## config.mk

```make
export PLATFORM = sky130hd
export DESIGN_NAME = covr_fault_regs
export DESIGN_NICKNAME = d
export VERILOG_FILES = /design/src/rtl/covr_pkg.sv /design/src/rtl/covr_sync2.sv /design/src/rtl/covr_ov_threshold.sv /design/src/rtl/covr_fault_regs.sv
export VERILOG_INCLUDE_DIRS = /design/src /design/src/rtl
export SDC_FILE = /design/constraint.sdc
export NUM_CORES = 1
export LEC_CHECK = 0
export BUFFER_PORTS_ARGS = -buffer_cell sky130_fd_sc_hd__buf_2
export CORE_ASPECT_RATIO = 1.5
export CORE_UTILIZATION = 40
export DETAILED_ROUTE_END_ITERATION = 6
export PLACE_DENSITY_LB_ADDON = 0.1
export RECOVER_POWER = 50
export REMOVE_ABC_BUFFERS = 1
export SLEW_MARGIN = 5
export SYNTH_ARGS = -nofsm -noshare
export SYNTH_HDL_FRONTEND = slang
export SYNTH_HIERARCHICAL = 1
export SYNTH_SLANG_ARGS = --single-unit
```

## constraint.sdc

```tcl
create_clock -name SYS_CLK -period 16.21 [get_ports SYS_CLK]
set_input_delay 0.8105 -clock SYS_CLK [delete_from_list [all_inputs] [get_ports SYS_CLK]]
set_output_delay 0.8105 -clock SYS_CLK [all_outputs]
set_load 0.05 [all_outputs]
```

## src/rtl/covr_consts.svh

```systemverilog
/*
  Constants for the output current offset and overvoltage fault registers.
  Assumes inclusion by bare name from every design file that needs them.
*/
`ifndef COVR_CONSTS_SVH
`define COVR_CONSTS_SVH

`define COVR_CMD_IOUT_OFS 8'h39
`define COVR_CMD_OV_LIMIT 8'h40
`define COVR_CMD_OV_RESP 8'h41

`define COVR_OFS_EXPONENT 5'h1e
`define COVR_OFS_MANT_SIGN 3
`define COVR_RESP_EN_N_BIT 7
`define COVR_RETRY_MSB 5
`define COVR_RETRY_LSB 3
`define COVR_RETRY_LATCH 3'h0
`define COVR_RETRY_AUTO 3'h7

`define COVR_RST_MANT 4'h0
`define COVR_RST_LIMIT 11'h000
`define COVR_RST_RESP_EN_N 1'b1
`define COVR_RST_RETRY 1'b0

`define COVR_BRK_16 11'h248
`define COVR_BRK_20 11'h25c
`define COVR_BRK_50 11'h29a
`define COVR_PCT_12 8'h0c
`define COVR_PCT_16 8'h10
`define COVR_PCT_20 8'h14
`define COVR_PCT_50 8'h32
`define COVR_PCT_BASE 8'h64

`define COVR_RETRY_DELAY_MS 52
`define COVR_SYS_CLK_KHZ 125000

`endif

```

## src/rtl/covr_pkg.sv

```systemverilog
/*
  Types shared by the overvoltage fault register block.
  Assumes the constants header is compiled alongside.
*/
package covr_pkg;

  typedef enum logic [2:0] {
    COVR_ST_RUN = 3'b001,
    COVR_ST_LATCHED = 3'b010,
    COVR_ST_RETRY = 3'b100
  } covr_state_t;

endpackage

```

## src/rtl/covr_sync2.sv

```systemverilog
/*
  Two flip-flop synchroniser for one level from outside the clock domain.
  Assumes the input is a slowly changing level.
*/
`timescale 1ns/1ps
module covr_sync2 (
  input wire logic clk, // Destination clock.
  input wire logic arst_n, // Asynchronous reset, active low.
  input wire logic d, // Asynchronous level.
  output logic q // Synchronised level.
);

  logic meta;

  always_ff @(posedge clk or negedge arst_n) begin
    if (!arst_n) begin
      meta <= 1'b0;
      q <= 1'b0;
    end else begin
      meta <= d;
      q <= meta;
    end
  end

endmodule

```

## src/rtl/covr_ov_threshold.sv

```systemverilog
/*
  Tracking overvoltage threshold: the commanded output voltage raised by
  the margin that the limit code selects.
  Assumes the commanded voltage and the sensed voltage share one scale.
*/
`timescale 1ns/1ps
`include "covr_consts.svh"
module covr_ov_threshold (
  input wire logic [10:0] limit, // Stored threshold code.
  input wire logic [15:0] vout_cmd, // Commanded output voltage.
  output logic [16:0] threshold // Trip level on the sensed scale.
);

  function automatic logic [7:0] margin_pct(input logic [10:0] code);
    if (code < `COVR_BRK_16) begin
      margin_pct = `COVR_PCT_12;
    end else if (code < `COVR_BRK_20) begin
      margin_pct = `COVR_PCT_16;
    end else if (code < `COVR_BRK_50) begin
      margin_pct = `COVR_PCT_20;
    end else begin
      margin_pct = `COVR_PCT_50;
    end
  endfunction

  logic [8:0] scale;
  logic [24:0] product;
  logic [24:0] quotient;

  always_comb begin
    scale = {1'b0, `COVR_PCT_BASE} + {1'b0, margin_pct(limit)};
    product = {9'h000, vout_cmd} * {16'h0000, scale};
    quotient = product / 25'(`COVR_PCT_BASE);
    threshold = quotient[16:0];
  end

endmodule

```

## src/rtl/covr_fault_regs.sv

```systemverilog
/*
  Command registers for the output current calibration offset, the output
  overvoltage fault threshold and the overvoltage fault action, with the
  corrected current report, overvoltage detection and response sequencing.
  Assumes command, NVM, telemetry and configuration inputs run on SYS_CLK;
  EN_PIN and FIXED_OV_TRIP arrive asynchronously from pins.
*/
// Functional notes
// - Add signed offset to measured current.
// - Negative corrected current reports zero.
// - Offset exponent fixed read-only minus two.
// - Bits 10..4 copy mantissa sign bit.
// - Mantissa is four-bit two's complement.
// - Fault when sense exceeds command plus margin.
// - Tracking detection only after soft-start.
// - Eleven-bit threshold, upper bits read zero.
// - Threshold code selects 12/16/20/50 percent.
// - Fault sets three status flags, alert.
// - Response covers fixed threshold faults too.
// - Enable bit one: shut down, retry.
// - Enabling acts on uncleared earlier fault.
// - Response bit 6 reads zero.
// - Retry 000b latches off until EN toggle.
// - Retry 111b restarts after 52 ms forever.
// - Other retry codes rejected as invalid.
// - Delay field mirrors retry, read-only.
// - Invalid data sets flag and alerts.
`timescale 1ns/1ps
`include "covr_consts.svh"
module covr_fault_regs #(
  parameter logic [22:0] RETRY_CYCLES =
    23'(`COVR_RETRY_DELAY_MS * `COVR_SYS_CLK_KHZ)
) (
  input wire logic SYS_CLK, // System clock, 125 MHz.
  input wire logic ARST_N, // Asynchronous reset, active low.
  input wire logic CMD_VALID, // Command access strobe.
  input wire logic CMD_WRITE, // High for write, low for read.
  input wire logic [7:0] CMD_CODE, // Command code.
  input wire logic [15:0] CMD_WDATA, // Write data.
  output logic [15:0] CMD_RDATA, // Read data.
  output logic CMD_RVALID, // Read data valid pulse.
  output logic INVALID_DATA, // Sticky invalid data flag.
  input wire logic CLEAR_FAULTS, // Clear all fault flags pulse.
  input wire logic NVM_RESTORE, // Load stored values pulse.
  input wire logic [3:0] NVM_MANT, // Stored offset mantissa.
  input wire logic [10:0] NVM_LIMIT, // Stored threshold code.
  input wire logic NVM_RESP_EN_N, // Stored response enable bit.
  input wire logic NVM_RETRY, // Stored retry bit.
  output logic [3:0] STORE_MANT, // Mantissa image for NVM.
  output logic [10:0] STORE_LIMIT, // Threshold image for NVM.
  output logic STORE_RESP_EN_N, // Response enable image for NVM.
  output logic STORE_RETRY, // Single retry bit image for NVM.
  input wire logic [15:0] IOUT_MEAS, // Measured current, 0.25 A units.
  output logic [15:0] READ_IOUT, // Corrected current, 0.25 A units.
  input wire logic [15:0] VOUT_CMD, // Commanded output voltage.
  input wire logic [15:0] VOUT_SENSE, // Sensed differential voltage.
  input wire logic SOFTSTART_DONE, // Soft-start ramp finished.
  input wire logic FIXED_OV_SELECT, // Fixed threshold chosen.
  input wire logic FIXED_OV_TRIP, // Fixed comparator trip pin.
  input wire logic EN_PIN, // Enable pin.
  output logic CONVERT_EN, // Power conversion allowed.
  output logic RESTART, // Start a normal startup pulse.
  output logic STATUS_BYTE_OV, // Overvoltage flag, status byte.
  output logic STATUS_WORD_VOUT, // Output voltage flag, status word.
  output logic STATUS_VOUT_OV, // Overvoltage flag, output status.
  output logic SMBALERT_OUT, // Alert pin drive level.
  output logic SMBALERT_OE // Alert pin pulled low when high.
);

  function automatic logic retry_code_ok(input logic [2:0] code);
    retry_code_ok = (code == `COVR_RETRY_LATCH) ||
                    (code == `COVR_RETRY_AUTO);
  endfunction

  logic [3:0] mant;
  logic [10:0] limit;
  logic resp_en_n;
  logic retry_bit;
  logic invalid_flag;
  logic ov_flag;
  logic pending;
  logic ov_hit;
  logic en_s;
  logic en_d;
  logic en_rise;
  logic trip_s;
  logic retry_done;
  logic [22:0] retry_cnt;
  logic [16:0] threshold;
  logic [17:0] iout_sum;
  logic [2:0] retry_field;
  logic wr_ofs;
  logic wr_lim;
  logic wr_resp;
  logic act_fault;
  covr_pkg::covr_state_t state;
  covr_pkg::covr_state_t next_state;

  covr_sync2 u_en_sync (
    .clk(SYS_CLK),
    .arst_n(ARST_N),
    .d(EN_PIN),
    .q(en_s)
  );

  covr_sync2 u_trip_sync (
    .clk(SYS_CLK),
    .arst_n(ARST_N),
    .d(FIXED_OV_TRIP),
    .q(trip_s)
  );

  covr_ov_threshold u_threshold (
    .limit(limit),
    .vout_cmd(VOUT_CMD),
    .threshold(threshold)
  );

  // Write decode.
  always_comb begin
    wr_ofs = 1'b0;
    wr_lim = 1'b0;
    wr_resp = 1'b0;
    if (CMD_VALID && CMD_WRITE && CMD_CODE == `COVR_CMD_IOUT_OFS) begin
      wr_ofs = 1'b1;
    end else if (CMD_VALID && CMD_WRITE &&
                 CMD_CODE == `COVR_CMD_OV_LIMIT) begin
      wr_lim = 1'b1;
    end else if (CMD_VALID && CMD_WRITE &&
                 CMD_CODE == `COVR_CMD_OV_RESP) begin
      wr_resp = 1'b1;
    end
  end

  assign retry_field = CMD_WDATA[`COVR_RETRY_MSB:`COVR_RETRY_LSB];

  // NVM restore takes precedence over a host write in the same cycle.
  always_ff @(posedge SYS_CLK or negedge ARST_N) begin
    if (!ARST_N) begin
      mant <= `COVR_RST_MANT;
      limit <= `COVR_RST_LIMIT;
      resp_en_n <= `COVR_RST_RESP_EN_N;
      retry_bit <= `COVR_RST_RETRY;
    end else if (NVM_RESTORE) begin
      mant <= NVM_MANT;
      limit <= NVM_LIMIT;
      resp_en_n <= NVM_RESP_EN_N;
      retry_bit <= NVM_RETRY;
    end else begin
      if (wr_ofs) begin
        mant <= CMD_WDATA[3:0];
      end
      if (wr_lim) begin
        limit <= CMD_WDATA[10:0];
      end
      if (wr_resp && retry_code_ok(retry_field)) begin
        resp_en_n <= CMD_WDATA[`COVR_RESP_EN_N_BIT];
        retry_bit <= retry_field[2];
      end
    end
  end

  always_ff @(posedge SYS_CLK or negedge ARST_N) begin
    if (!ARST_N) begin
      invalid_flag <= 1'b0;
    end else if (wr_resp && !retry_code_ok(retry_field)) begin
      invalid_flag <= 1'b1;
    end else if (CLEAR_FAULTS) begin
      invalid_flag <= 1'b0;
    end
  end

  // Read path; unmapped codes return zero.
  always_ff @(posedge SYS_CLK or negedge ARST_N) begin
    if (!ARST_N) begin
      CMD_RDATA <= 16'h0000;
      CMD_RVALID <= 1'b0;
    end else begin
      CMD_RVALID <= CMD_VALID && !CMD_WRITE;
      if (CMD_VALID && !CMD_WRITE) begin
        if (CMD_CODE == `COVR_CMD_IOUT_OFS) begin
          CMD_RDATA <= {`COVR_OFS_EXPONENT,
                        {7{mant[`COVR_OFS_MANT_SIGN]}}, mant};
        end else if (CMD_CODE == `COVR_CMD_OV_LIMIT) begin
          CMD_RDATA <= {5'h00, limit};
        end else if (CMD_CODE == `COVR_CMD_OV_RESP) begin
          CMD_RDATA <= {8'h00, resp_en_n, 1'b0,
                        {3{retry_bit}}, {3{retry_bit}}};
        end else begin
          CMD_RDATA <= 16'h0000;
        end
      end
    end
  end

  always_ff @(posedge SYS_CLK or negedge ARST_N) begin
    if (!ARST_N) begin
      STORE_MANT <= `COVR_RST_MANT;
      STORE_LIMIT <= `COVR_RST_LIMIT;
      STORE_RESP_EN_N <= `COVR_RST_RESP_EN_N;
      STORE_RETRY <= `COVR_RST_RETRY;
    end else begin
      STORE_MANT <= mant;
      STORE_LIMIT <= limit;
      STORE_RESP_EN_N <= resp_en_n;
      STORE_RETRY <= retry_bit;
    end
  end

  assign iout_sum = {2'b00, IOUT_MEAS} +
                    {{14{mant[`COVR_OFS_MANT_SIGN]}}, mant};

  // Overflow past full scale saturates rather than wrapping.
  always_ff @(posedge SYS_CLK or negedge ARST_N) begin
    if (!ARST_N) begin
      READ_IOUT <= 16'h0000;
    end else if (iout_sum[17]) begin
      READ_IOUT <= 16'h0000;
    end else if (iout_sum[16]) begin
      READ_IOUT <= 16'hffff;
    end else begin
      READ_IOUT <= iout_sum[15:0];
    end
  end

  always_comb begin
    ov_hit = CONVERT_EN &&
             ((SOFTSTART_DONE && {1'b0, VOUT_SENSE} > threshold) ||
              (FIXED_OV_SELECT && trip_s));
  end

  always_ff @(posedge SYS_CLK or negedge ARST_N) begin
    if (!ARST_N) begin
      ov_flag <= 1'b0;
    end else if (ov_hit) begin
      ov_flag <= 1'b1;
    end else if (CLEAR_FAULTS) begin
      ov_flag <= 1'b0;
    end
  end

  // An ignored fault stays pending until cleared or acted upon.
  // Pending earlier fault.
  always_ff @(posedge SYS_CLK or negedge ARST_N) begin
    if (!ARST_N) begin
      pending <= 1'b0;
    end else if (ov_hit && !act_fault) begin
      pending <= 1'b1;
    end else if (CLEAR_FAULTS || act_fault) begin
      pending <= 1'b0;
    end
  end

  always_ff @(posedge SYS_CLK or negedge ARST_N) begin
    if (!ARST_N) begin
      STATUS_BYTE_OV <= 1'b0;
      STATUS_WORD_VOUT <= 1'b0;
      STATUS_VOUT_OV <= 1'b0;
      INVALID_DATA <= 1'b0;
      SMBALERT_OUT <= 1'b0;
      SMBALERT_OE <= 1'b0;
    end else begin
      STATUS_BYTE_OV <= ov_flag;
      STATUS_WORD_VOUT <= ov_flag;
      STATUS_VOUT_OV <= ov_flag;
      INVALID_DATA <= invalid_flag;
      SMBALERT_OUT <= 1'b0;
      SMBALERT_OE <= ov_flag || invalid_flag;
    end
  end

  always_ff @(posedge SYS_CLK or negedge ARST_N) begin
    if (!ARST_N) begin
      en_d <= 1'b0;
    end else begin
      en_d <= en_s;
    end
  end

  assign en_rise = en_s && !en_d;
  assign retry_done = retry_cnt == RETRY_CYCLES - 23'h000001;
  assign act_fault = state == covr_pkg::COVR_ST_RUN && pending &&
                     resp_en_n;

  always_comb begin
    next_state = state;
    case (state)
      covr_pkg::COVR_ST_RUN: begin
        if (act_fault) begin
          if (retry_bit) begin
            next_state = covr_pkg::COVR_ST_RETRY;
          end else begin
            next_state = covr_pkg::COVR_ST_LATCHED;
          end
        end
      end
      covr_pkg::COVR_ST_LATCHED: begin
        if (en_rise) begin
          next_state = covr_pkg::COVR_ST_RUN;
        end
      end
      covr_pkg::COVR_ST_RETRY: begin
        if (retry_done) begin
          next_state = covr_pkg::COVR_ST_RUN;
        end
      end
      default: begin
        next_state = covr_pkg::COVR_ST_RUN;
      end
    endcase
  end

  always_ff @(posedge SYS_CLK or negedge ARST_N) begin
    if (!ARST_N) begin
      state <= covr_pkg::COVR_ST_RUN;
    end else begin
      state <= next_state;
    end
  end

  always_ff @(posedge SYS_CLK or negedge ARST_N) begin
    if (!ARST_N) begin
      retry_cnt <= 23'h000000;
    end else if (state == covr_pkg::COVR_ST_RETRY && !retry_done) begin
      retry_cnt <= retry_cnt + 23'h000001;
    end else begin
      retry_cnt <= 23'h000000;
    end
  end

  always_ff @(posedge SYS_CLK or negedge ARST_N) begin
    if (!ARST_N) begin
      CONVERT_EN <= 1'b0;
      RESTART <= 1'b0;
    end else begin
      CONVERT_EN <= next_state == covr_pkg::COVR_ST_RUN && en_s;
      RESTART <= state != covr_pkg::COVR_ST_RUN &&
                 next_state == covr_pkg::COVR_ST_RUN;
    end
  end

endmodule

```

**Yosys cells after proc, flatten, opt, wreduce, memory -nomap -nowiden**

Cells that the tools add are included.

- $add $sub $neg: 3
- $mul: 1
- Div/mod/pow operators: 1
- Order comparisons: 4
- Eq/ne operators: 10
- Muxes and demuxes: 33
- Reduce and logical (&&, ||, !) cells: 33

Operators with widths:

| kind | count |
|---|---|
| $mux 16 | 3 |
| $lt 11x10->1 const B | 3 |
| $mux 11 | 3 |
| $div 25x7->25 const B | 1 |
| $mul 16x9->25 | 1 |
| $mux 8 | 3 |
| $add 23x1->23 const B | 1 |
| $eq 23x23->1 const B | 1 |
| $mux 23 | 1 |
| $add 17x4->18 | 1 |
| $gt 16x17->1 | 1 |
| $logic_and 1x1->1 | 17 |
| $eq 8x7->1 const B | 2 |
| $mux 1 | 15 |
| $mux 3 | 4 |
| $reduce_bool 2->1 | 6 |
| $add 7x8->9 const A | 1 |
| $pmux 3 s3 | 1 |
| $eq 8x6->1 const B | 1 |
| $mux 4 | 2 |
| $eq 3x1->1 const B | 2 |
| $eq 3x3->1 const B | 2 |
| $mux 6 | 1 |
| $logic_not 1->1 | 5 |
| other kinds (4) | 7 |

- Bits in registers: 106
- Input bits: 99
- Word-level logic and storage cells: 111

**Longest topological paths before layout**

Gate-level depths: netlist of run 1.

- Depth after elaboration: 13
- Gate-level depth with buffers: 76

**Modules after synthesis**

The synthesis of run 1 kept the hierarchy.

By module, submodules not included:

| module | times used | cells each | area each (um^2) |
|---|---|---|---|
| covr_ov_threshold | 1 | 1185 | 8775.9 |
| covr_fault_regs | 1 | 539 | 5317.6 |
| covr_sync2 | 2 | 2 | 50.0 |

**Worst setup path after synthesis of run 1**

Ideal clock, no wire load.

- Path type: reg-to-reg
- From: register limit[8]
- To: register pending
- Arrival time: 16.129 ns
- Required time: 16.133 ns
- Setup slack: 0.004 ns
- Cell stages (with the launch flop): 66
- Path buffers: 3
- Cell sequence: dfrtp_1 or2_2 a21oi_1 a21oi_1 a21oi_1 clkbuf_1 nand2_1 fa_1 inv_1 fa_1 fa_1 inv_1 fa_1 inv_1 ha_1 buf_2 a211oi_2 o211a_1 [... 30 more ...] nand2_1 a31o_2 a31oi_4 xor2_1 a211oi_1 a2111oi_4 a21oi_2 maj3_2 o221a_1 a221o_1 ha_1 nor2b_1 o21bai_1 a31oi_1 o31ai_1 a21oi_1 o21ai_0 a21oi_1

- Word-level cells in the longest chain between the ends: 13
- Elaborated cells between the ends (all ways): 16
- Those cells by class: add/sub: 1; mul: 1; div: 1; order compare: 4; mux: 4; reduce/logical: 5

RTL lines:

| element | line | source |
|---|---|---|
| from (decl) | covr_fault_regs.sv:76 | `logic [10:0] limit;` |
| from (signal assigned) | covr_fault_regs.sv:141 | `` limit <= `COVR_RST_LIMIT; `` |
| from (signal assigned) | covr_fault_regs.sv:154 | `limit <= CMD_WDATA[10:0];` |
| $lt 11x10->1 (no line) | - |  |
| $mux 6 | covr_ov_threshold.sv:19 | `` end else if (code < `COVR_BRK_50) begin `` |
| $mux 8 | covr_ov_threshold.sv:17 | `` end else if (code < `COVR_BRK_20) begin `` |
| $mux 8 (*) | covr_ov_threshold.sv:15 | `` if (code < `COVR_BRK_16) begin `` |
| $add 7x8->9 (*) | covr_ov_threshold.sv:31 | `` scale = {1'b0, `COVR_PCT_BASE} + {1'b0, margin_pct(limit)}; `` |
| $mul 16x9->25 (*) | covr_ov_threshold.sv:32 | `product = {9'h000, vout_cmd} * {16'h0000, scale};` |
| $div 25x7->25 (*) | covr_ov_threshold.sv:33 | `` quotient = product / 25'(`COVR_PCT_BASE); `` |
| named net threshold[3] | covr_fault_regs.sv:89 | `logic [16:0] threshold;` |
| $gt 16x17->1 (*) | covr_fault_regs.sv:228 | `((SOFTSTART_DONE && {1'b0, VOUT_SENSE} > threshold) \|\|` |
| $logic_and 1x1->1 (*) | covr_fault_regs.sv:228 |  |
| $logic_or 1x1->1 (*) | covr_fault_regs.sv:228 |  |
| $logic_and 1x1->1 (*) | covr_fault_regs.sv:227 | `ov_hit = CONVERT_EN &&` |
| $logic_and 1x1->1 (*) | covr_fault_regs.sv:247 | `end else if (ov_hit && !act_fault) begin` |
| $mux 1 / $reduce_bool 2->1 (equally long branches) | - |  |
| to (signal assigned) | covr_fault_regs.sv:246 | `pending <= 1'b0;` |
| to (signal assigned) | covr_fault_regs.sv:248 | `pending <= 1'b1;` |
| to (signal assigned) | covr_fault_regs.sv:250 | `pending <= 1'b0;` |
| to (decl) | covr_fault_regs.sv:81 | `logic pending;` |

Mark *: on every way through the listed nets, which the timed path passes. The rest lies on a longest branch.
A chain may end at the register's enable or synchronous reset.

**Final worst setup path of run 1**

Same ends and word-level chain as after synthesis.

==> flow_metrics.env, run 1 <==
export IMPL_yosys_area_top_type_share_pct=17.45
export IMPL_hold_viol=0
export IMPL_cts_num_sinks=102
export IMPL_antenna_left=0
export IMPL_coreArea_um2=35000
export IMPL_critPathTopFamily="compound AO/OA/AOI/OAI gates"
export IMPL_die_y_um=232.7
export IMPL_layout_common_cells="buf_4 (436), inv_1 (187), buf_2 (150)"
export IMPL_synth_cells=1728
export IMPL_yosysTopAreaCell="dfrtp_1"
export IMPL_hold_class="register to register"
export IMPL_dr_pass1_iters=5
export IMPL_die_area_um2=36260
export IMPL_drive_above_1_share_pct=37.97
export IMPL_yosysWarnings=6
export IMPL_initial_utilization_pct=40.55
export IMPL_clkTransAtPathRegs_ns=0.07
export IMPL_critical_path_class="register to register"
export IMPL_postCtsHoldBufs=0
export IMPL_min_to="u_trip_sync/q"
export IMPL_reg2reg_depth=69
export IMPL_status="finished clean"
export IMPL_grt_pass1_wl_um=71290
export IMPL_setup_tns_ns=0
export IMPL_worst_pin_slew_ns=1.416
export IMPL_grt_max_degree=61
export IMPL_multi_input_area_um2=11800
export IMPL_ys_seq_area_share_pct=18.01
export IMPL_setup_violations=0
export IMPL_cpMaxStageDelayCell="or4_4"
export IMPL_worstPathRequired_ns=16.50
export IMPL_drc=0
export IMPL_rows=84
export IMPL_synth_seq_cells=102
export IMPL_overflow=0
export IMPL_drt_total_wl_um=44220
export IMPL_drv_slew=0
export IMPL_r2r_slack_ns=0.26
export IMPL_skew_ns=0.007243
export IMPL_numCtsBuffers=9
export IMPL_timing_hold_ws_ns=0.3563
export IMPL_cp_max_fo=8
export IMPL_hpwl_um=35390
export IMPL_cts_htree_levels=3
export IMPL_syn_area_um2=14190
export IMPL_fin_util_pct=57.89
export IMPL_areaGrowthSynthToFinish_pct=42.74
export IMPL_drtIter0Drc=452
export IMPL_cp_num_buf_inv=12
export IMPL_synth_area_leaders="dfrtp_1 (17%), fa_1 (10%), ha_1 (9.0%)"
export IMPL_clk_latency_ns=0.36
export IMPL_hold_path_depth=0
export IMPL_cpMostUsedCell="buf_4"
export IMPL_grt_usage_pct=24.10
export IMPL_synth_cell_types=121
export IMPL_fin_nets=2562
export IMPL_rr_endpoint="pending"
export IMPL_fin_crit_ns=15.95
export IMPL_drv_cap=0
export IMPL_clock_fmax_mhz=62.68
export IMPL_reg2reg_from="limit[8]"
export IMPL_antenna_found_initial=5
export IMPL_io_buffers=149
export IMPL_avgSynthCellArea_um2=8.214
export IMPL_vias=15016
export IMPL_final_common_cell="buf_4"
export IMPL_rsz0062_at_grt="yes"
export IMPL_nFillCells=3241
export IMPL_max_stage_delay_ns=0.58
export IMPL_cts_root_buffer="clkbuf_16"
export IMPL_cp_arrival_ns=16.24
export IMPL_slew_headroom_pct=5.313
export IMPL_regArea_um2=2556
export IMPL_cts_buffer_depth=2
export IMPL_cts_tree="built"
export IMPL_synth_enable_flop_cells=0
export IMPL_yosys_most_used_dff="dfrtp_1"
export IMPL_period_share_pct=98.41
export IMPL_startpoint_type="register"
export IMPL_viasPerCell=5.425
export IMPL_synthArstFlopShare_pct=100.0
export IMPL_grt_pass1_vias=15154
export IMPL_worstHoldStart="u_trip_sync/meta"
export IMPL_io_pins=157
export IMPL_end_kind="register"
export IMPL_wl_per_cell_um=15.98
export IMPL_gp_congestion=0.8999
export IMPL_die_x_um=155.8
[worst max-delay path by stage]
stage | slack, ns | endpoint | from | depth (start not counted)
finish | 0.26 | pending | limit[8] | 69
global route | -0.54 | pending | limit[8] | 71
CTS | 0.003 | pending | limit[8] | 73
detailed placement | -0.65 | ov_flag | limit[8] | 75
global placement | -0.50 | pending | limit[8] | 72
floorplan | -0.91 | pending | limit[8] | 63
[synthesized netlist by cell type, types with 30 or more instances]
master and instances:
a21oi_1 97, and2_1 59, dfrtp_1 99, fa_1 72, ha_1 102, inv_1 189, nand2_1 153, nand3_1 44
nor2_1 123, nor3_1 32, o21ai_0 69, o21ai_1 30, xnor2_1 39
[cell families (layout without fill, tap and decap cells)]
| family | after synthesis | count (layout) | share of synthesized area [%] |
|---|---|---|---|
| compound gates | 527 | 527 | 28.07 |
| mux | 35 | 35 | 2.600 |
| fa+ha+maj | 178 | 178 | 19.44 |
| flops | 102 | 102 | 18.01 |
| other cells | 1 | 3 | 0.02642 |
| simple gates | 569 | 569 | 20.58 |
| buf+inv | 253 | 818 | 7.202 |
| xor+xnor | 63 | 63 | 4.073 |
[sequential cells by signal, summed over array words and instances, names as in the netlist, 3 cells and up]
name         flops
READ_IOUT       16
STORE_LIMIT     11
retry_cnt       23
limit           11
state            3
CMD_RDATA       12
mant             4
STORE_MANT       4
[stage by stage]
stage	instances	worst slack (ns)	cell area, um^2
after global routing	2767	-0.5387	20260
after detailed placement	2705	-0.6461	18410
after floorplan	1665	-0.9113	13880
final	2768	0.2570	20260
after global placement	2705	-0.4960	18410
after CTS	2733	0.003363	18980
[metal layers]
metal | vias up | track usage [%] | wire length [um]
met5 | - | 0 | 64
met4 | 10 | 9.406 | 1477
met3 | 104 | 3.241 | 1720
met2 | 338 | 47.50 | 24310
met1 | 7194 | 25.20 | 16650
li1 | 7370 | - | -
[what timing repair did]
| action | 4_1_cts | 5_1_grt |
|---|---|---|
| endpoints found under the setup margin | 2 | 2 |
| pin swaps | 21 | 93 |
| resized for setup | 45 | 195 |
| setup buffers | 12 | 31 |
| cloned | 0 | 4 |
[layout make-up]
cell class	count	area share, %
Antenna cell	1	0.01235
Clock buffer	10	1.130
Clock inverter	6	0.2285
Inverter	189	3.502
Multi-Input combinational cell	1374	58.26
Sequential cell	102	12.62
Tap cell	473	2.921
Timing Repair Buffer	613	21.33
[worst reg2reg max path: cells and delay by family (launching register included)]
family,cells,cell delay (ns)
adder cells (fa/ha/maj),7,2.79
AO/OA/AOI/OAI,29,6.13
buffers and inverters,12,1.67
AND/OR/NAND/NOR,21,4.85
flip-flops,1,0.43
Power of run 1 is not shown: default switching activity piles up to over one toggle a cycle in this logic, so the estimate is an artifact.
==> run 2: changes to the inputs <==
- SETUP_SLACK_MARGIN: unset -> 0.02
- clock period: 16.21 -> 15.3 ns (I/O delays scaled with it)
==> run 2 against run 1 <==
  * The run now ends with max-capacitance violations, max-slew violations, negative setup slack left
  * Via count rose by 1.2%
  * Core utilization fell by 0.15 points
  * Worst hold slack got worse by 0.0047 ns
  * Worst setup slack got worse by 1.0 ns
  * Clock skew rose by 0.0058 ns
  * Routed wire length rose by 4.0%
  * Sequential share of layout area barely moved
  * Non-clock buffer count rose by 30
  * Design area fell by 0.25%
  * Fmax fell by 0.64%
==> flow_metrics.env, run 2 (same netlist as run 1, synthesis figures left out) <==
export IMPL_status="complete, but fails checks"
export IMPL_violations="max-capacitance violations, max-slew violations, negative setup slack"
export IMPL_worstHoldStart="u_en_sync/meta"
export IMPL_worst_pin_slew_ns=3.640
export IMPL_top_regs="retry_cnt: 23 flops, READ_IOUT: 16 flops, CMD_RDATA: 12 flops"
export IMPL_dr_pass1_iters=6
export IMPL_clk_latency_ns=0.36
export IMPL_hold_viol=0
export IMPL_wl_met2_um=25320
export IMPL_viasPerCell=5.429
export IMPL_grt_max_degree=70
export IMPL_postCtsHoldBufs=0
export IMPL_setup_violations=2
export IMPL_cp_arrival_ns=16.34
export IMPL_min_to="u_en_sync/q"
export IMPL_dr_max_layer_used="met5"
export IMPL_worstPathRequired_ns=15.59
export IMPL_drt_total_wl_um=46000
export IMPL_hpwl_um=36950
export IMPL_cts_num_sinks=102
export IMPL_wl_per_cell_um=16.44
export IMPL_rows=84
export IMPL_io_buffers=149
export IMPL_drv_cap=2
export IMPL_grt_pass1_vias=15847
export IMPL_skew_ns=0.01304
export IMPL_initial_utilization_pct=40.55
export IMPL_clkTransAtPathRegs_ns=0.07
export IMPL_cts_root_buffer="clkbuf_16"
export IMPL_startpoint_type="register"
export IMPL_gp_congestion=0.9344
export IMPL_reg2reg_depth=71
export IMPL_multi_input_area_um2=11650
export IMPL_vias=15189
export IMPL_route_met3_wl_um=1605
export IMPL_drtIter0Drc=549
export IMPL_period_share_pct=104.9
export IMPL_fin_crit_ns=16.06
export IMPL_areaGrowthSynthToFinish_pct=42.37
export IMPL_fin_nets=2592
export IMPL_finalWorstSetupSlack_ns=-0.7556
export IMPL_nFillCells=3292
export IMPL_cts_tree="built"
export IMPL_rr_endpoint="pending"
export IMPL_hold_class="register to register"
export IMPL_cp_max_fo=11
export IMPL_cts_buffer_depth=2
export IMPL_layout_common_cells="buf_4 (472), inv_1 (189), nand2_1 (146)"
export IMPL_die_x_um=155.8
export IMPL_cpMaxStageDelayCell="or4b_4"
export IMPL_final_common_cell="buf_4"
export IMPL_critical_path_class="register to register"
export IMPL_r2r_slack_ns=-0.76
export IMPL_overflow=0
export IMPL_clock_fmax_mhz=62.28
export IMPL_end_kind="register"
export IMPL_drive_above_1_share_pct=36.40
export IMPL_regMostFlops="retry_cnt"
export IMPL_largest_reg_flops=23
export IMPL_io_pins=157
export IMPL_hold_path_depth=0
export IMPL_drt_met1_wl_um=17090
export IMPL_coreArea_um2=35000
export IMPL_reg2reg_from="limit[8]"
export IMPL_max_stage_delay_ns=0.60
export IMPL_antenna_found_initial=2
export IMPL_die_area_um2=36260
export IMPL_slew_headroom_pct=-142.7
export IMPL_grt_usage_pct=25.52
export IMPL_place_ws_ns=-1.285
export IMPL_antenna_left=0
export IMPL_regArea_um2=2556
export IMPL_numCtsBuffers=9
export IMPL_drv_slew=105
export IMPL_cts_htree_levels=3
export IMPL_grt_pass1_wl_um=74770
export IMPL_timing_hold_ws_ns=0.3516
export IMPL_setup_tns_ns=-1.459
export IMPL_cpMostUsedCell="buf_4"
export IMPL_drc=0
export IMPL_die_y_um=232.7
export IMPL_rsz0062_at_grt="yes"
run 2: what timing repair did:
action | CTS | global route
resized for setup | 132 | 72
pin swaps | 63 | 54
gates cloned | 1 | 1
setup endpoints to repair | 2 | 2
buffers inserted | 37 | 25
run 2: area by class of cell:
type | instances | share of cell area (%)
multi-input cells | 1374 | 57.65
repair buffers | 643 | 21.84
flip-flops and latches | 102 | 12.65
inverters | 189 | 3.511
well taps | 473 | 2.929
clock buffers | 10 | 1.133
clock inverters | 6 | 0.2724
diodes | 1 | 0.01238
run 2: per-layer routing:
layer | track usage [%] | up-vias
li1 | - | 7432
met2 | 50.91 | 356
met3 | 2.906 | 127
met4 | 12.22 | 2
met5 | 0 | -
met1 | 25.63 | 7272
run 2: worst max-delay path, delay by kind of cell (launching register included):
kind	cells	cell delay (ns)
compound gates	30	6.57
xor+xnor	2	0.38
fa+ha+maj	6	2.52
buf+inv	14	1.90
flops	1	0.42
mux	1	0.19
simple gates	18	3.96
run 2: metrics by stage:
step	utilization (%)	cells	cell area, um^2
6_report	57.74	2798	20210
5_1_grt	57.74	2798	20210
4_1_cts	56.44	2771	19750
3_5_place_dp	52.80	2717	18480
3_3_place_gp	52.80	2717	18480
2_1_floorplan	-	1665	13880
run 2: worst max path at each step:
stage / startpoint / end / depth (start not counted)
after floorplan: limit[8] / pending / 63
after CTS: limit[8] / pending / 70
after global routing: limit[8] / pending / 82
after detailed placement: limit[8] / pending / 67
after global placement: limit[8] / pending / 75
final: limit[8] / pending / 71
Power of run 2 is left out for the same reason.
==> run 3: changes to the inputs <==
- SYNTH_HIERARCHICAL: 1 -> unset
==> run 3 against run 2 <==
  * The flow still finishes with violations (max-capacitance violations, max-slew violations, negative setup slack)
  * Clock skew fell by 0.0065 ns
  * Synthesized area fell by 8.6%
  * First-iteration DRC count decreased by 46%
  * Non-clock buffer count decreased by 79
  * Sequential cell count did not move
  * Design area shrank 7.9%
  * Global-route usage is 0.10 points higher
  * Clock-buffer cell count fell by 1
  * Sequential share of layout area up 1.1 points
  * Fmax decreased by 7.3%
  * Highest routed layer is now met4
==> flow_metrics.env, run 3 <==
export IMPL_numCtsBuffers=9
export IMPL_top_regs="retry_cnt: 23 flops, READ_IOUT: 16 flops, CMD_RDATA: 12 flops"
export IMPL_critPathTopFamily="compound AO/OA/AOI/OAI gates"
export IMPL_drt_total_wl_um=41510
export IMPL_finalWorstSetupSlack_ns=-2.020
export IMPL_status="complete, but fails checks"
export IMPL_max_stage_delay_ns=0.58
export IMPL_cts_root_buffer="clkbuf_16"
export IMPL_grt_pass1_wl_um=68230
export IMPL_cts_num_sinks=102
export IMPL_io_buffers=149
export IMPL_skew_ns=0.006491
export IMPL_synth_seq_cells=102
export IMPL_grt_usage_pct=25.62
export IMPL_fin_util_pct=58.49
export IMPL_hold_viol=0
export IMPL_layout_common_cells="buf_4 (386), inv_1 (177), nand2_1 (124)"
export IMPL_yosys_area_top_type_share_pct=19.10
export IMPL_areaGrowthSynthToFinish_pct=43.55
export IMPL_largest_reg_flops=23
export IMPL_drc=0
export IMPL_hpwl_um=33720
export IMPL_synth_cells=1566
export IMPL_dr_pass1_iters=5
export IMPL_drv_cap=2
export IMPL_slew_headroom_pct=-113.2
export IMPL_die_y_um=222.5
export IMPL_die_x_um=149.0
export IMPL_fin_nets=2368
export IMPL_yosysTopAreaCell="dfrtp_1"
export IMPL_final_common_cell="buf_4"
export IMPL_io_pins=157
export IMPL_end_kind="register"
export IMPL_yosys_most_used_dff="dfrtp_1"
export IMPL_ys_seq_area_share_pct=19.71
export IMPL_startpoint_type="register"
export IMPL_cts_htree_levels=3
export IMPL_worst_pin_slew_ns=3.198
export IMPL_setup_violations=2
export IMPL_synth_area_leaders="dfrtp_1 (19%), fa_1 (11%), ha_1 (9.8%)"
export IMPL_synthArstFlopShare_pct=100.0
export IMPL_synth_cell_types=117
export IMPL_cp_max_fo=8
export IMPL_rows=80
export IMPL_synth_most_common_cell="inv_1"
export IMPL_die_area_um2=33160
export IMPL_wl_per_cell_um=16.54
export IMPL_syn_area_um2=12970
export IMPL_cp_num_buf_inv=11
export IMPL_yosysWarnings=0
export IMPL_antenna_found_initial=0
export IMPL_cpMaxStageDelayCell="or4_4"
export IMPL_grt_max_degree=64
export IMPL_cts_tree="built"
export IMPL_gp_congestion=0.9269
export IMPL_clkTransAtPathRegs_ns=0.07
export IMPL_vias=13524
export IMPL_drtIter0Drc=295
export IMPL_period_share_pct=113.2
export IMPL_fin_crit_ns=17.32
export IMPL_hold_class="register to register"
export IMPL_clk_latency_ns=0.36
export IMPL_regMostFlops="retry_cnt"
export IMPL_synth_enable_flop_cells=0
export IMPL_postCtsHoldBufs=0
export IMPL_antenna_cells=0
export IMPL_drv_slew=105
export IMPL_cp_arrival_ns=17.56
export IMPL_cts_buffer_depth=2
export IMPL_clock_fmax_mhz=57.74
export IMPL_worstPathRequired_ns=15.54
export IMPL_initial_utilization_pct=40.75
export IMPL_antenna_left=0
export IMPL_overflow=0
export IMPL_yosys_top_cells_count="inv_1 (183), nand2_1 (133), nor2_1 (129)"
export IMPL_rsz0062_at_grt="yes"
export IMPL_avgSynthCellArea_um2=8.282
export IMPL_setup_tns_ns=-4.039
export IMPL_drive_above_1_share_pct=38.00
export IMPL_violations="max-capacitance violations, max-slew violations, negative setup slack"
export IMPL_viasPerCell=5.388
export IMPL_coreArea_um2=31830
export IMPL_critical_path_class="register to register"
export IMPL_grt_pass1_vias=14318
==> run 3: cell count changes in the layout (fill, tap and decap cells not counted), moves of 11 or more <==
cell	before	now
buf_4	472	386
nand4_1	29	18
nor3_1	23	10
o21a_1	19	6
nand2_1	146	124
a21oi_1	81	92
inv_1	189	177
and2_1	54	41
nand3_1	44	27
==> run 3: worst paths after layout <==
path	start	cells past startpoint	endpoint	slack, ns
max in group asynchronous	ARST_N	2	CMD_RDATA[7]	10.40
min in group asynchronous	ARST_N	1	READ_IOUT[2]	1.02
setup / recovery	limit[8]	86	ov_flag	-2.02
setup reg to reg	limit[8]	86	ov_flag	-2.02
hold reg to reg	u_trip_sync.meta	0	u_trip_sync.q	0.35
hold / removal	u_trip_sync.meta	0	u_trip_sync.q	0.35
==> run 3: through the flow <==
stage,std cells,hold WS [ns],cell area [um^2],setup WS (ns)
2_1_floorplan,1520,0.3312,12740,-4.067
3_3_place_gp,2442,0.3324,16740,-3.062
3_5_place_dp,2442,0.3347,16740,-3.247
4_1_cts,2495,0.3512,18380,-1.806
5_1_grt,2510,0.3616,18620,-2.972
6_report,2510,0.3493,18620,-2.020
==> run 3: metal layers <==
metal	track usage, %	vias to the layer above	part of all wire (%)
met2	51.81	311	57
met4	12.71	0	4.9
met1	24.91	6538	35
li1	-	6556	-
met3	2.423	119	3.0
met5	0	-	0
==> run 3: cell type report <==
type / count / area [um^2]
clock inverters: 7 / 66.31
multi-input cells: 1233 / 10700
well taps: 410 / 513.0
clock buffers: 9 / 225.2
repair buffers: 564 / 3861
fillers: 2999 / 13210
inverters: 185 / 696.9
flip-flops and latches: 102 / 2556
==> run 3: logic make-up after synthesis <==
group	synth area share [%]
simple gates	19.07
compound gates	25.13
buf+inv	7.158
fa+ha+maj	21.19
flops	19.71
xor+xnor	5.267
mux	2.441
other cells	0.02891
==> run 3: what timing repair did <==
item | CTS | global route
gates resized for setup | 221 | 45
endpoints found under the setup margin | 2 | 2
pin swaps | 110 | 27
buffers inserted | 37 | 15
gates cloned | 1 | 0
Power of run 3 is left out for the same reason.
